## config.mk

```make
export PLATFORM = sky130hd
export DESIGN_NAME = p4cs_port
export DESIGN_NICKNAME = d
export VERILOG_FILES = /design/src/rtl/p4cs_match.v /design/src/rtl/p4cs_port.v
export VERILOG_INCLUDE_DIRS = /design/src /design/src/rtl
export SDC_FILE = /design/constraint.sdc
export NUM_CORES = 1
export LEC_CHECK = 0
export ABC_AREA = 1
export BUFFER_PORTS_ARGS = -buffer_cell sky130_fd_sc_hd__buf_2
export CORE_ASPECT_RATIO = 0.8
export CORE_MARGIN = 2
export CORE_UTILIZATION = 54
export CTS_CLUSTER_DIAMETER = 100
export CTS_CLUSTER_SIZE = 8
export DETAILED_ROUTE_END_ITERATION = 7
export HOLD_SLACK_MARGIN = 0.06
export PLACE_DENSITY_LB_ADDON = 0.15
export SETUP_SLACK_MARGIN = 0.3
export SLEW_MARGIN = 20
export SYNTH_ARGS = -nofsm -noshare
export SYNTH_HDL_FRONTEND = slang
export SYNTH_SLANG_ARGS = --single-unit
```

## constraint.sdc

```tcl
create_clock -name CLK -period 2.89 [get_ports CLK]
set_clock_uncertainty 0.1 [all_clocks]
set_input_delay 0.1445 -clock CLK [delete_from_list [all_inputs] [get_ports CLK]]
set_output_delay 0.1445 -clock CLK [all_outputs]
set_load 0.05 [all_outputs]
```

## src/rtl/p4cs_consts.vh

```
// constants for the four-pin strobe port: register addresses, fields, reset values
`ifndef P4CS_CONSTS_VH
`define P4CS_CONSTS_VH

// ==================================================
// register addresses
`define P4CS_ADDR_POLARITY   8'hAE
`define P4CS_ADDR_FUNC_LOW   8'hC2
`define P4CS_ADDR_FUNC_HIGH  8'hC3
`define P4CS_ADDR_DATA       8'hD8
`define P4CS_ADDR_P0_LOW     8'h84
`define P4CS_ADDR_P0_HIGH    8'h85
`define P4CS_ADDR_P1_LOW     8'h94
`define P4CS_ADDR_P1_HIGH    8'h95
`define P4CS_ADDR_P2_LOW     8'hAC
`define P4CS_ADDR_P2_HIGH    8'hAD
`define P4CS_ADDR_P3_LOW     8'hB4
`define P4CS_ADDR_P3_HIGH    8'hB5

// ==================================================
// function and compare-length encodings
`define P4CS_FUNC_GPIO       2'h0
`define P4CS_FUNC_READ       2'h1
`define P4CS_FUNC_WRITE      2'h2
`define P4CS_FUNC_BOTH       2'h3
`define P4CS_CMP_FULL        2'h0
`define P4CS_CMP_15          2'h1
`define P4CS_CMP_14          2'h2
`define P4CS_CMP_8           2'h3

// ==================================================
// field positions and reset values
`define P4CS_POL_LSB         4
`define P4CS_POL_WMASK       8'hF0
`define P4CS_POL_RMASK       8'hFC
`define P4CS_DATA_MASK       8'h0F
`define P4CS_RST_ZERO        8'h00
`define P4CS_RST_DATA        4'hF

`endif

```

## src/rtl/p4cs_match.v

```verilog
// address comparator for one strobe pin
`timescale 1ns/100ps
module p4cs_match (
    input  wire [15:0] BUS_ADDR,
    input  wire [15:0] BASE,
    input  wire [1:0]  CMP_LEN,
    output reg         HIT
);
`include "p4cs_consts.vh"
    reg [15:0] mask;

    // ==================================================
    // masked compare
    always @* begin
        case (CMP_LEN)
            `P4CS_CMP_FULL: mask = 16'hFFFF;
            `P4CS_CMP_15:   mask = 16'hFFFE;
            `P4CS_CMP_14:   mask = 16'hFFFC;
            `P4CS_CMP_8:    mask = 16'hFF00;
            default:        mask = 16'hFFFF;
        endcase
        HIT = ((BUS_ADDR & mask) == (BASE & mask));
    end
endmodule // p4cs_match

```

## src/rtl/p4cs_port.v

```verilog
// four-pin port: general I/O bits or address-decoded chip-select strobes
`timescale 1ns/100ps
// Overview of operation
// - function 00: pin is a quasi-bidirectional general I/O bit
// - function 01: strobe during matching external reads only
// - function 10: strobe during matching external writes only
// - function 11: strobe during matching reads and writes
// - compare length 00: all sixteen address bits compared
// - compare length 01: bits 15..1 compared, bit 0 ignored
// - compare length 10: bits 15..2 compared, low two ignored
// - compare length 11: bits 15..8 compared, low byte ignored
// - high control register: pin3 function 7:6, length 5:4; pin2 3:2, 1:0
// - low control register: pin1 function 7:6, length 5:4; pin0 3:2, 1:0
// - polarity bits 7..4 for pins 3..0; 1 active high, 0 active low
// - each pin has a high and a low base address byte
// - data bits 3..0 drive general I/O pins; bits 7..4 reserved
// - polarity resets to 0, giving an active-low strobe
// - matching external data write pulses a write-strobe pin
// - strobe coincides with the bus read or write strobe
module p4cs_port (
    input  wire        CLK,
    input  wire        RESET_N,
    input  wire        SFR_WR,
    input  wire        SFR_RD,
    input  wire [7:0]  SFR_ADDR,
    input  wire [7:0]  SFR_WDATA,
    output reg  [7:0]  SFR_RDATA,
    input  wire [15:0] EXT_ADDR,
    input  wire        EXT_RD_N,
    input  wire        EXT_WR_N,
    input  wire [3:0]  PIN_IN,
    output wire [3:0]  PIN_OUT,
    output wire [3:0]  PIN_OE_N
);
`include "p4cs_consts.vh"

    // ==================================================
    // reset release
    reg        rst_meta;
    reg        rst_sync;
    always @(posedge CLK or negedge RESET_N) begin
        if (!RESET_N) begin
            rst_meta <= 1'b0;
            rst_sync <= 1'b0;
        end else begin
            rst_meta <= 1'b1;
            rst_sync <= rst_meta;
        end
    end

    // ==================================================
    // registers
    reg [7:0]  polarity;
    reg [7:0]  func_low;
    reg [7:0]  func_high;
    reg [3:0]  port_data;
    reg [7:0]  base_low  [0:3];
    reg [7:0]  base_high [0:3];
    integer    i;
    // separate loop index so the comb loop shares no variable with the clocked reset loop
    integer    j;

    // pin index of a base-address register, or 4 when none
    function [2:0] base_index;
        input [7:0] a;
        begin
            case (a)
                `P4CS_ADDR_P0_LOW, `P4CS_ADDR_P0_HIGH: base_index = 3'h0;
                `P4CS_ADDR_P1_LOW, `P4CS_ADDR_P1_HIGH: base_index = 3'h1;
                `P4CS_ADDR_P2_LOW, `P4CS_ADDR_P2_HIGH: base_index = 3'h2;
                `P4CS_ADDR_P3_LOW, `P4CS_ADDR_P3_HIGH: base_index = 3'h3;
                default:                               base_index = 3'h4;
            endcase
        end
    endfunction

    // high byte registers sit at odd addresses
    function is_high;
        input [7:0] a;
        begin
            is_high = a[0];
        end
    endfunction

    wire [2:0] wr_idx = base_index(SFR_ADDR);
    wire [2:0] rd_idx = base_index(SFR_ADDR);

    always @(posedge CLK or negedge rst_sync) begin
        if (!rst_sync) begin
            polarity  <= `P4CS_RST_ZERO;
            func_low  <= `P4CS_RST_ZERO;
            func_high <= `P4CS_RST_ZERO;
            port_data <= `P4CS_RST_DATA;
            for (i = 0; i < 4; i = i + 1) begin
                base_low[i]  <= `P4CS_RST_ZERO;
                base_high[i] <= `P4CS_RST_ZERO;
            end
        end else if (SFR_WR) begin
            case (SFR_ADDR)
                `P4CS_ADDR_POLARITY:  polarity  <= SFR_WDATA & `P4CS_POL_WMASK;
                `P4CS_ADDR_FUNC_LOW:  func_low  <= SFR_WDATA;
                `P4CS_ADDR_FUNC_HIGH: func_high <= SFR_WDATA;
                `P4CS_ADDR_DATA:      port_data <= SFR_WDATA[3:0];
                default: begin
                    if (wr_idx != 3'h4) begin
                        if (is_high(SFR_ADDR))
                            base_high[wr_idx[1:0]] <= SFR_WDATA;
                        else
                            base_low[wr_idx[1:0]]  <= SFR_WDATA;
                    end
                end
            endcase
        end
    end

    // ==================================================
    // register read; the data register returns pin levels like a standard port
    always @(posedge CLK or negedge rst_sync) begin
        if (!rst_sync) begin
            SFR_RDATA <= `P4CS_RST_ZERO;
        end else if (SFR_RD) begin
            case (SFR_ADDR)
                `P4CS_ADDR_POLARITY:  SFR_RDATA <= polarity & `P4CS_POL_RMASK;
                `P4CS_ADDR_FUNC_LOW:  SFR_RDATA <= func_low;
                `P4CS_ADDR_FUNC_HIGH: SFR_RDATA <= func_high;
                `P4CS_ADDR_DATA:      SFR_RDATA <= {4'h0, PIN_IN} & `P4CS_DATA_MASK;
                default: begin
                    if (rd_idx == 3'h4)
                        SFR_RDATA <= `P4CS_RST_ZERO;
                    else if (is_high(SFR_ADDR))
                        SFR_RDATA <= base_high[rd_idx[1:0]];
                    else
                        SFR_RDATA <= base_low[rd_idx[1:0]];
                end
            endcase
        end
    end

    // ==================================================
    // per-pin fields
    wire [1:0] func [0:3];
    wire [1:0] clen [0:3];
    assign func[0] = func_low[3:2];
    assign clen[0] = func_low[1:0];
    assign func[1] = func_low[7:6];
    assign clen[1] = func_low[5:4];
    assign func[2] = func_high[3:2];
    assign clen[2] = func_high[1:0];
    assign func[3] = func_high[7:6];
    assign clen[3] = func_high[5:4];

    // ==================================================
    // strobe generation; combinational so it tracks the bus strobes with no lag
    wire [3:0] hit;
    reg  [3:0] active;
    reg  [3:0] pin_drive;
    reg  [3:0] pin_oe_n;
    wire       rd_cycle = ~EXT_RD_N;
    wire       wr_cycle = ~EXT_WR_N;

    genvar g;
    generate
        for (g = 0; g < 4; g = g + 1) begin : g_pin
            p4cs_match u_match (
                .BUS_ADDR (EXT_ADDR),
                .BASE     ({base_high[g], base_low[g]}),
                .CMP_LEN  (clen[g]),
                .HIT      (hit[g])
            );
        end
    endgenerate

    always @* begin
        active    = 4'h0;
        pin_drive = 4'h0;
        pin_oe_n  = 4'h0;
        for (j = 0; j < 4; j = j + 1) begin
            case (func[j])
                `P4CS_FUNC_READ:  active[j] = hit[j] & rd_cycle;
                `P4CS_FUNC_WRITE: active[j] = hit[j] & wr_cycle;
                `P4CS_FUNC_BOTH:  active[j] = hit[j] & (rd_cycle | wr_cycle);
                default:          active[j] = 1'b0;
            endcase
            if (func[j] == `P4CS_FUNC_GPIO) begin
                // quasi-bidirectional: drive low actively, release for a one
                pin_drive[j] = port_data[j];
                pin_oe_n[j]  = port_data[j];
            end else begin
                // data bit ignored; inactive level is the inverse of polarity
                pin_drive[j] = ~(active[j] ^ polarity[`P4CS_POL_LSB + j]);
                pin_oe_n[j]  = 1'b0;
            end
        end
    end

    assign PIN_OUT  = pin_drive;
    assign PIN_OE_N = pin_oe_n;

endmodule // p4cs_port

```

Word level (Yosys, flattened, before mapping)
Index checks and enable logic that the tools add are counted.
Cells by class
  mux-type cells: 30
  bitwise logic cells: 34
  $lt $le $gt $ge: 2
  eq/ne operators: 42
  reduce and logical (&&, ||, !) cells: 20
Operators by type and width (count)
  case mux 16 bit (4 select lines): 4
  AND 16 bit: 8
  equality test 8 bit, second input constant: 12
  bitwise mux 32 bit: 2
  equality test 16 bit: 4
  two-way mux 8 bit: 7
  binary-select mux 8 bit (select 2 bit): 2
  equality test 2 bit, second input constant: 16
  case mux 8 bit (4 select lines): 1
  demux 8 bit (select 2 bit): 1
  equality test 2 x 1 -> 1 bit, second input constant: 8
  logical NOT 2 bit: 8
  AND 1 bit: 12
  case mux 1 bit (3 select lines): 4
  case mux 3 bit (4 select lines): 1
  two-way mux 1 bit: 8
  inverter 1 bit: 8
  AND reduction 2 bit: 4
  AND reduction 4 bit: 2
  OR reduction 2 bit: 4
  OR reduction 4 bit: 1
  bitwise XOR 1 bit: 4
  equality test 3 bit, second input constant: 1
  >= comparator 3 bit, second input constant: 1
  other kinds (5): 5
Word-level totals
  word-level logic and storage cells: 143
  bits in registers: 98
  input port bits: 42
  output and inout port bits: 16

Depth between registers and ports, before layout
Gate-level depths: netlist of the first run.
  word-level depth: 10
  mapped depth: 12
  depth with buffers taken out: 11

Modules after synthesis
A second synthesis of the first run with hierarchy kept.
Second synthesis, totals
  cells, all modules: 1008
  area total of the unflattened synthesis: 6486.2 um2
Modules (own cells, without submodules)
  p4cs_port: seq. area each 2457.4 um2, times used 1, cells each 716, area an instance 5240.0 um2
  p4cs_match: seq. area each 0.0 um2, times used 4, cells each 73, area an instance 311.5 um2

Worst setup path after synthesis of the first run
OpenSTA, ideal clock, no wires.
  path kind: in2reg
  from: in SFR_ADDR[3]
  to: reg base_low[19] (netlist name)
  buffers on the path: 2
  data required time: 2.657 ns
  path slack: 1.259 ns
  setup time: 0.133 ns
  data arrival time: 1.398 ns
  stages: 11
  cells stage by stage: nand2_1 nor2_1 nand3_1 nand3_1 nand2_1 inv_1 buf_4 nand3_1 buf_2 nand2_1 o21ai_0
Between the ends
  word-level cells in the longest chain between the ends: 9
  elaborated cells between the ends (all ways): 28
  classes of those cells: order compare: 2; eq/ne: 13; mux: 4; bitwise: 2; reduce/logical: 7
Ends and longest elaborated chain
  from (decl): RTL line p4cs_port.v:25  | input wire [7:0] SFR_ADDR,
  equality test 8 bit: RTL line p4cs_port.v:67  | case (a)
  OR reduction 2 bit: RTL line p4cs_port.v:67
  case mux 3 bit (4 select lines): RTL line p4cs_port.v:67
  inverter 2 -> 3 bit (implied by the code): RTL line p4cs_port.v:109  | base_low[wr_idx[1:0]] <= SFR_WDATA;
  >= comparator 3 bit (implied by the code) / < comparator 3 x 1 -> 1 bit (equally long branches): RTL line p4cs_port.v:109
  logical AND 1 bit (implied by the code): RTL line p4cs_port.v:109
  two-way mux 8 bit (implied by the code): RTL line p4cs_port.v:109
  demux 8 bit (select 2 bit): RTL line p4cs_port.v:109
  bitwise mux 32 bit: RTL line p4cs_port.v:109
  to (signal, indexed assignment): RTL line p4cs_port.v:95  | base_low[i] <= `P4CS_RST_ZERO;
  to (decl): RTL line p4cs_port.v:57  | reg [7:0] base_low [0:3];
Parallel ways exist; a longest one is shown, timed or not.
A chain may end at the register's enable or synchronous reset.

Worst setup path after layout of the first run
  from: reg func_low[7]
  to: out PIN_OUT[1]
Between the ends
  word-level cells in the longest chain between the ends: 5
  elaborated cells between the ends (all ways): 8
  classes of those cells: eq/ne: 3; mux: 2; bitwise: 2; reduce/logical: 1
Ends and longest elaborated chain
  from (decl): RTL line p4cs_port.v:54  | reg [7:0] func_low;
  from (signal assigned): RTL line p4cs_port.v:91  | func_low <= `P4CS_RST_ZERO;
  equality test 2 bit / equality test 2 x 1 -> 1 bit (equally long branches): RTL line p4cs_port.v:178  | case (func[j])
  case mux 1 bit (3 select lines): RTL line p4cs_port.v:178
  bitwise XOR 1 bit: RTL line p4cs_port.v:190  | pin_drive[j] = ~(active[j] ^ polarity[`P4CS_POL_LSB + j]);
  inverter 1 bit: RTL line p4cs_port.v:190
  two-way mux 1 bit (*): RTL line p4cs_port.v:184  | if (func[j] == `P4CS_FUNC_GPIO) begin
  to (decl): RTL line p4cs_port.v:32  | output wire [3:0] PIN_OUT,
Mark *: on every way between the ends. The rest lies on a longest branch, timed or not.

==> impl_metrics.csv, run 1 <==
group,metric,value,unit
setup_path,critPathKind,"flop to output pin",
cells_and_area,syn2layout_area_growth,13.9,%
sta,slew_headroom,51.5,%
detailed_routing,wirelength,19000,um
detailed_routing,dr.pass1.iters,5,
global_routing,grt_max_degree,53,
sta,final_max_slew_viol_count,0,
setup_path,slowest_delay,0.42,ns
flow_run,drv_cap,0,
status,outcome,"complete, no violations",
sta,fin_tns_setup,0,ns
pwr,p_leak,3.43,nW
detailed_routing,drt_iter0_markers,621,
sta,fmax,413,MHz
sta,rsz0062_at_grt,"no",
synthesis,synth_top_flop_cell,"dfrtp_1",
sta,tightest_slew,0.727,ns
clocking,clock-sinks,98,
synthesis,synth_seq_cells,98,
setup_path,arrival,2.18,ns
sta,whs,0.220,ns
synthesis,yosys_warnings,0,
global_routing,grt_pass1_wl,30200,um
setup_path,required,2.65,ns
floorplanning,start_util,56.3,%
place,hpwlAfterDp,14400,um
cells_and_area,drive_gt1_share,10.2,%
sta,fin_crit,2.42,ns
setup_path,cp_slowest_cell,"dfrtp_1",
synthesis,yosysMostFrequentCell,"nand2_1",
synthesis,syn_nets,905,
clocking,cts_root_buf,"clkbuf_16",
synthesis,avgSynthCellArea,6.76,um^2
floorplanning,coreArea,0.0104,mm^2
synthesis,yosys.area.top_type,"dfrtp_1",
setup_path,critPathBufInv,2,
pwr,vdd_drop_max,0.410,mV
hold_path,worstHoldPathType,"primary input to flop",
synthesis,synth_common_cells,"nand2_1 (280), o21ai_0 (144), inv_1 (117)",
clocking,htreeDepth,3,
floorplanning,row_count,33,
detailed_routing,vias,5944,
synthesis,synthCells,863,
global_routing,grt_use_total,34.1,%
synthesis,ys_seq_area_share,42.1,%
sta,finalHoldViolations,0,
synthesis,synth-async-reset-ratio,100,%
cells_and_area,final_nets,963,
detailed_routing,wl_per_cell,17.8,um
setup_path,path_delay_family,"simple AND/OR/NAND/NOR gates",
detailed_routing,drt-vias-per-instance,5.58,
floorplanning,die_y,96.9,um
sta,setup_ws,0.470,ns
clocking,cts_setup_buffers,0,
global_routing,grt_pass1_vias,5551,
pwr,p_per_area,478,mW/mm^2
setup_path,crit_chain,"inv_1 -> nor2_1 -> o21ai_0 -> nand2_1 -> nor2_1 -> nand4_1 -> nand2_1 -> nand2_1 -> nand2_1 -> buf_2",
sta,final-setup-viol-count,0,
setup_path,crit_path_start_kind,"flop",
clocking,cts_tree,"built",
cells_and_area,diodes,0,
detailed_routing,ant_nets,0,
clocking,clk_pin_slew,0.08,ns
floorplanning,dieWidth,120,um
synthesis,synth_top_area_share,40.3,%
synthesis,synth.lib_cells_used.distinct,23,
global_routing,antenna_found_initial,0,
synthesis,synth.area.top_cells,"dfrtp_1 (40%), nand2_1 (18%), o21ai_0 (12%), inv_1 (7.5%), nor2_1 (5.0%)",
place,place_congestion,0.987,
detailed_routing,drc,0,
setup_path,end_kind,"output pin",
setup_path,path_max_fanout,4,
synthesis,synth_edf_count,0,
floorplanning,dieArea,0.0116,mm^2
global_routing,grt-ovfl-total,0,
clocking,cts_made_buffers,9,
setup_path,crit_top_cell,"nand2_1",
synthesis,netlist_area,0.00583,mm^2
sta,period_share,83.7,%
cells_and_area,nFillCells,964,
clocking,clockBufferDepth,2,
clocking,clk-insertion-delay-late,0.36,ns
place,port_buffers,57,
floorplanning,io_pins,58,
place,place_ws,0.535,ns
[cell type report]
class / instances / area, um^2 / share of cell area (%)
sequential: 98 / 2460 / 37.1
clock buffer: 9 / 225 / 3.39
multi-input combinational: 620 / 2820 / 42.4
inverter: 117 / 439 / 6.62
tap: 140 / 175 / 2.64
timing repair buffer: 75 / 450 / 6.78
clock inverter: 7 / 71.3 / 1.07
[worst paths after layout]
check	start	to	slack (ns)	depth (start not counted)
max	func_low[7]	PIN_OUT[1]	0.47	10
min	SFR_WDATA[0]	base_low[0]	0.22	3
max reg2reg	base_high[23]	SFR_RDATA[7]	1.45	6
min reg2reg	rst_meta	rst_sync	0.26	0
max in group asynchronous	rst_sync	port_data[3]	1.67	1
min in group asynchronous	rst_sync	base_low[27]	0.30	0
[power by group]
part           total [mW]  internal, mW  leakage [nW]  switching (mW)
clock                1.22         0.611         0.144           0.608
combinational       0.447         0.147          1.98           0.299
sequential           1.51          1.43          1.32          0.0753
[flip-flops by register name, indices dropped and copies added (netlist names)]
register and cells:
base_high 32, rst_sync 1, rst_meta 1, func_high 8, SFR_RDATA 8, polarity 4, func_low 8, base_low 32
port_data 4
[stage by stage]
stage | power, mW | std cells | util (%) | area (um^2)
6_report | 3.17 | 1066 | 64.1 | 6640
5_1_grt | 3.29 | 1066 | 64.1 | 6640
4_1_cts | 3.17 | 1066 | 64.1 | 6640
3_5_place_dp | 1.96 | 1043 | 60.5 | 6270
3_3_place_gp | 1.95 | 1043 | 60.5 | 6270
2_1_floorplan | 1.78 | 863 | - | 5830
[placed cells by master (no fill, tap or decap), drive strengths merged]
master and n:
nand2 281, o21ai 144, inv 120, dfrtp 94, nor2 78, buf 68
nand3 56, xor2 16, xnor2 12, nand3b 9, clkbuf 9, nand4 8
dlygate4sd3 7, a21oi 4, dfstp 4, or2 3, o22ai 3, nor3 3
clkinv 3, a211oi 1, o211ai 1, clkinvlp 1, conb 1
[worst register-to-register path, cell delays in order (launching register included)]
cell and delay (ns):
dfrtp_1 0.42, o21ai_0 0.33, nand2_1 0.10, nand3_1 0.14
nand3_1 0.10, nand2_1 0.09, nand2_1 0.05
[timing repair]
| item | CTS | global route |
|---|---|---|
| hold buffers | 7 | 0 |
| endpoints found under the setup margin | 0 | 1 |
| hold endpoints to repair | 10 | 0 |
| gates resized for setup | 0 | 1 |
[metal layers]
metal	track usage, %	wire, um	vias to the layer above
li1	-	-	2818
met1	50.2	8440	2804
met2	49.8	8170	290
met3	7.67	1890	32
met4	11.0	471	0
met5	0	0	-
[cells by family after synthesis]
family	count (synthesis)	share of synthesized area [%]
simple gates	438	30.8
compound gates	153	13.3
other cells	1	0.0643
buf+inv	145	9.55
flops	98	42.1
xor+xnor	28	4.21
(Power assumes the default switching activity.)
==> run 2, diff against run 1 <==
--- a/config.mk
+++ b/config.mk
@@ -6,7 +6,7 @@
 export SDC_FILE = /design/constraint.sdc
 export NUM_CORES = 1
 export LEC_CHECK = 0
-export ABC_AREA = 1
+export ABC_AREA = 0
 export BUFFER_PORTS_ARGS = -buffer_cell sky130_fd_sc_hd__buf_2
 export CORE_ASPECT_RATIO = 0.8
 export CORE_MARGIN = 2
==> constraint.sdc (replaced) <==
create_clock -name CLK -period 2.1 [get_ports CLK]
set_clock_uncertainty 0.1 [all_clocks]
set_input_delay 0.105 -clock CLK [delete_from_list [all_inputs] [get_ports CLK]]
set_output_delay 0.105 -clock CLK [all_outputs]
set_load 0.05 [all_outputs]
==> run 2 against run 1 <==
Net effect: the run now ends with setup timing left; core utilization increased by 6.4 points; flip-flop and latch count is the same; global-route usage shrank 2.7 points; sequential power rose by 38%; via count shrank 27%; cell count down 32%; die area is 5.7% lower; critical path depth down 2; clock-buffer cell count unchanged; non-clock buffer count rose by 43; first-iteration DRC count is 19% lower; largest power group unchanged; highest routed layer unchanged.
==> impl_metrics.csv, run 2 <==
group,metric,value,unit
synthesis,synth_common_cells,"dfrtp_1 (94), mux2_2 (92), xor2_1 (55)",
cells_and_area,layoutNonFillerInstCount,722,
synthesis,synth-async-reset-ratio,100,%
status,violations,"setup timing",
global_routing,grtUsageMet2,47.0,%
synthesis,synth_edf_count,0,
detailed_routing,vias,4324,
setup_path,r2r_setup_slack,0.41,ns
setup_path,worstRegToRegCells,4,
place,placedCellCount,701,
synthesis,synth.area.top_cells,"dfrtp_1 (43%), mux2_2 (19%), xor2_1 (8.8%), o22ai_1 (2.3%), mux2_4 (2.2%)",
global_routing,grt_pass1_vias,4384,
synthesis,synth_top_flop_cell,"dfrtp_1",
place,place_congestion,0.981,
setup_path,arrival,2.23,ns
synthesis,yosys.area_share.simple,9.36,%
synthesis,yosys.area.top_type,"dfrtp_1",
cells_and_area,nFillCells,767,
place,dpl_cell_area,0.00636,mm^2
sta,whs,0.116,ns
global_routing,grt-ovfl-total,0,
sta,finalHoldViolations,0,
cells_and_area,final_nets,623,
global_routing,grt_busiest_layer,"met2",
setup_path,path_max_fanout,2,
global_routing,met1_usage,46.1,%
setup_path,startpoint,"base_high[21]",
sta,fmax,410,MHz
sta,final-setup-viol-count,4,
sta,tightest_slew,0.542,ns
global_routing,grt_pass1_wl,25200,um
cells_and_area,diodes,0,
sta,rsz0062_at_grt,"yes",
synthesis,avgSynthCellArea,11.5,um^2
cells_and_area,design_area,0.00689,mm^2
setup_path,crit_top_cell,"buf_4",
setup_path,r2r-end,"SFR_RDATA[2]",
pwr,vdd_drop_max,0.623,mV
sta,period_share,116,%
detailed_routing,ant_nets,0,
clocking,cts_made_buffers,9,
hold_path,worstHoldPathType,"primary input to flop",
synthesis,synthMuxAreaShare,22.6,%
sta,slew_headroom,63.8,%
cells_and_area,syn2layout_area_growth,25.6,%
synthesis,yosysMostFrequentCell,"dfrtp_1",
global_routing,grt_use_met3,6.71,%
synthesis,synth_adder_area_share,0,%
detailed_routing,wirelength,16200,um
clocking,cts_tree,"built",
clocking,clk-insertion-delay-late,0.36,ns
clocking,clock-sinks,98,
setup_path,cp_slowest_cell,"dfrtp_1",
synthesis,syn_nets,520,
floorplanning,start_util,56.1,%
cells_and_area,fin_util,70.5,%
floorplanning,row_count,32,
floorplanning,io_pins,58,
synthesis,ys_seq_area_share,44.8,%
synthesis,synth_compound_area_share,9.90,%
setup_path,critPathKind,"flop to output pin",
clocking,clk_pin_slew,0.08,ns
detailed_routing,wl_per_cell,22.4,um
pwr,power,4.57,mW
setup_path,required,1.89,ns
detailed_routing,dr.pass1.iters,5,
global_routing,grt_max_degree,36,
place,place_ws,-0.123,ns
floorplanning,dieWidth,117,um
floorplanning,die_y,94.1,um
place,hpwlAfterDp,11600,um
cells_and_area,layout_common_cells,"dfrtp_1 (93), mux2_2 (92), buf_4 (57)",
clocking,htreeDepth,3,
pwr,p_leak,3.34,nW
place,port_buffers,57,
detailed_routing,drt-vias-per-instance,5.99,
clocking,clockBufferDepth,2,
synthesis,yosys_warnings,0,
detailed_routing,drc,0,
floorplanning,dieArea,0.0110,mm^2
setup_path,crit_path_start_kind,"flop",
setup_path,end_kind,"output pin",
status,outcome,"finished, violations left",
setup_path,crit_chain,"xor2_1 -> nor4_2 -> buf_4 -> o2111ai_4 -> nor3_1 -> buf_4 -> o31ai_4 -> buf_6",
synthesis,synth_top_area_share,42.9,%
floorplanning,coreArea,0.00977,mm^2
synthesis,netlist_area,0.00548,mm^2
pwr,p_per_area,664,mW/mm^2
global_routing,antenna_found_initial,0,
synthesis,synthXorXnorAreaFrac,10.4,%
synthesis,synth.lib_cells_used.distinct,55,
setup_path,cp-endpoint,"PIN_OUT[1]",
synthesis,synth_seq_cells,98,
synthesis,synth_top_family_by_area,"multiplexers",
flow_run,drv_cap,0,
cells_and_area,reg.largest.list,"base_high x32, base_low x32",
synthesis,synthCells,478,
clocking,cts_root_buf,"clkbuf_16",
global_routing,grt_use_total,31.4,%
cells_and_area,layout_commonest_cell,"dfrtp_1",
cells_and_area,drive_gt1_share,45.9,%
setup_path,worstReg2RegStart,"func_low[2]",
detailed_routing,drt_iter0_markers,502,
sta,setup_ws,-0.340,ns
sta,final_max_slew_viol_count,0,
setup_path,slowest_delay,0.41,ns
sta,fin_tns_setup,-1.21,ns
hold_path,hold-path-cell-count,2,
sta,fin_crit,2.44,ns
[run 2: area by class of cell]
type | count | area [um^2] | area share, %
Timing Repair Buffer | 118 | 813 | 11.8
Multi-Input combinational cell | 342 | 3090 | 44.9
Tap cell | 136 | 170 | 2.47
Clock inverter | 7 | 77.6 | 1.13
Sequential cell | 98 | 2460 | 35.7
Clock buffer | 9 | 225 | 3.27
Inverter | 12 | 45.0 | 0.654
[run 2: cells by family after synthesis]
logic type,count (synthesis)
buffers and inverters,38
other,1
muxes,108
and+or+nand+nor,92
DFF,98
xor gates and xnor gates,65
AOI/OAI and AO/OA,76
[run 2: power by group]
part | total, mW | switching [mW] | internal, mW
clock network | 1.71 | 0.781 | 0.931
logic | 0.772 | 0.449 | 0.324
registers | 2.09 | 0.106 | 1.98
total | 4.57 | 1.34 | 3.23
[run 2: what timing repair did]
item | CTS | global route
resized for setup | 24 | 7
hold buffers | 2 | 0
cloned | 0 | 0
endpoints found under the hold margin | 2 | 0
setup endpoints to repair | 5 | 6
pin swaps | 12 | 5
setup buffers | 2 | 1
[run 2: worst max-delay path: cells and delay by family (launching register included)]
family / cells / cell delay, ns
AND/OR/NAND/NOR: 2 / 0.60
buffers and inverters: 3 / 0.51
flip-flops: 1 / 0.41
XOR/XNOR: 1 / 0.18
AO/OA/AOI/OAI: 2 / 0.18
[run 2: worst min path at each step]
stage                  from           end
5_1_grt        SFR_WDATA[0]  base_high[0]
3_5_place_dp        RESET_N      rst_meta
6_report       SFR_WDATA[0]  base_high[0]
3_3_place_gp        RESET_N      rst_meta
4_1_cts        SFR_WDATA[0]  base_high[0]
2_1_floorplan       RESET_N      rst_meta
[run 2: routing by layer]
metal  vias to the layer above  wire length (um)
met4                         0               369
li1                       1946                 -
met2                       162              7290
met3                        28              1270
met1                      2188              7260
met5                         -                 0
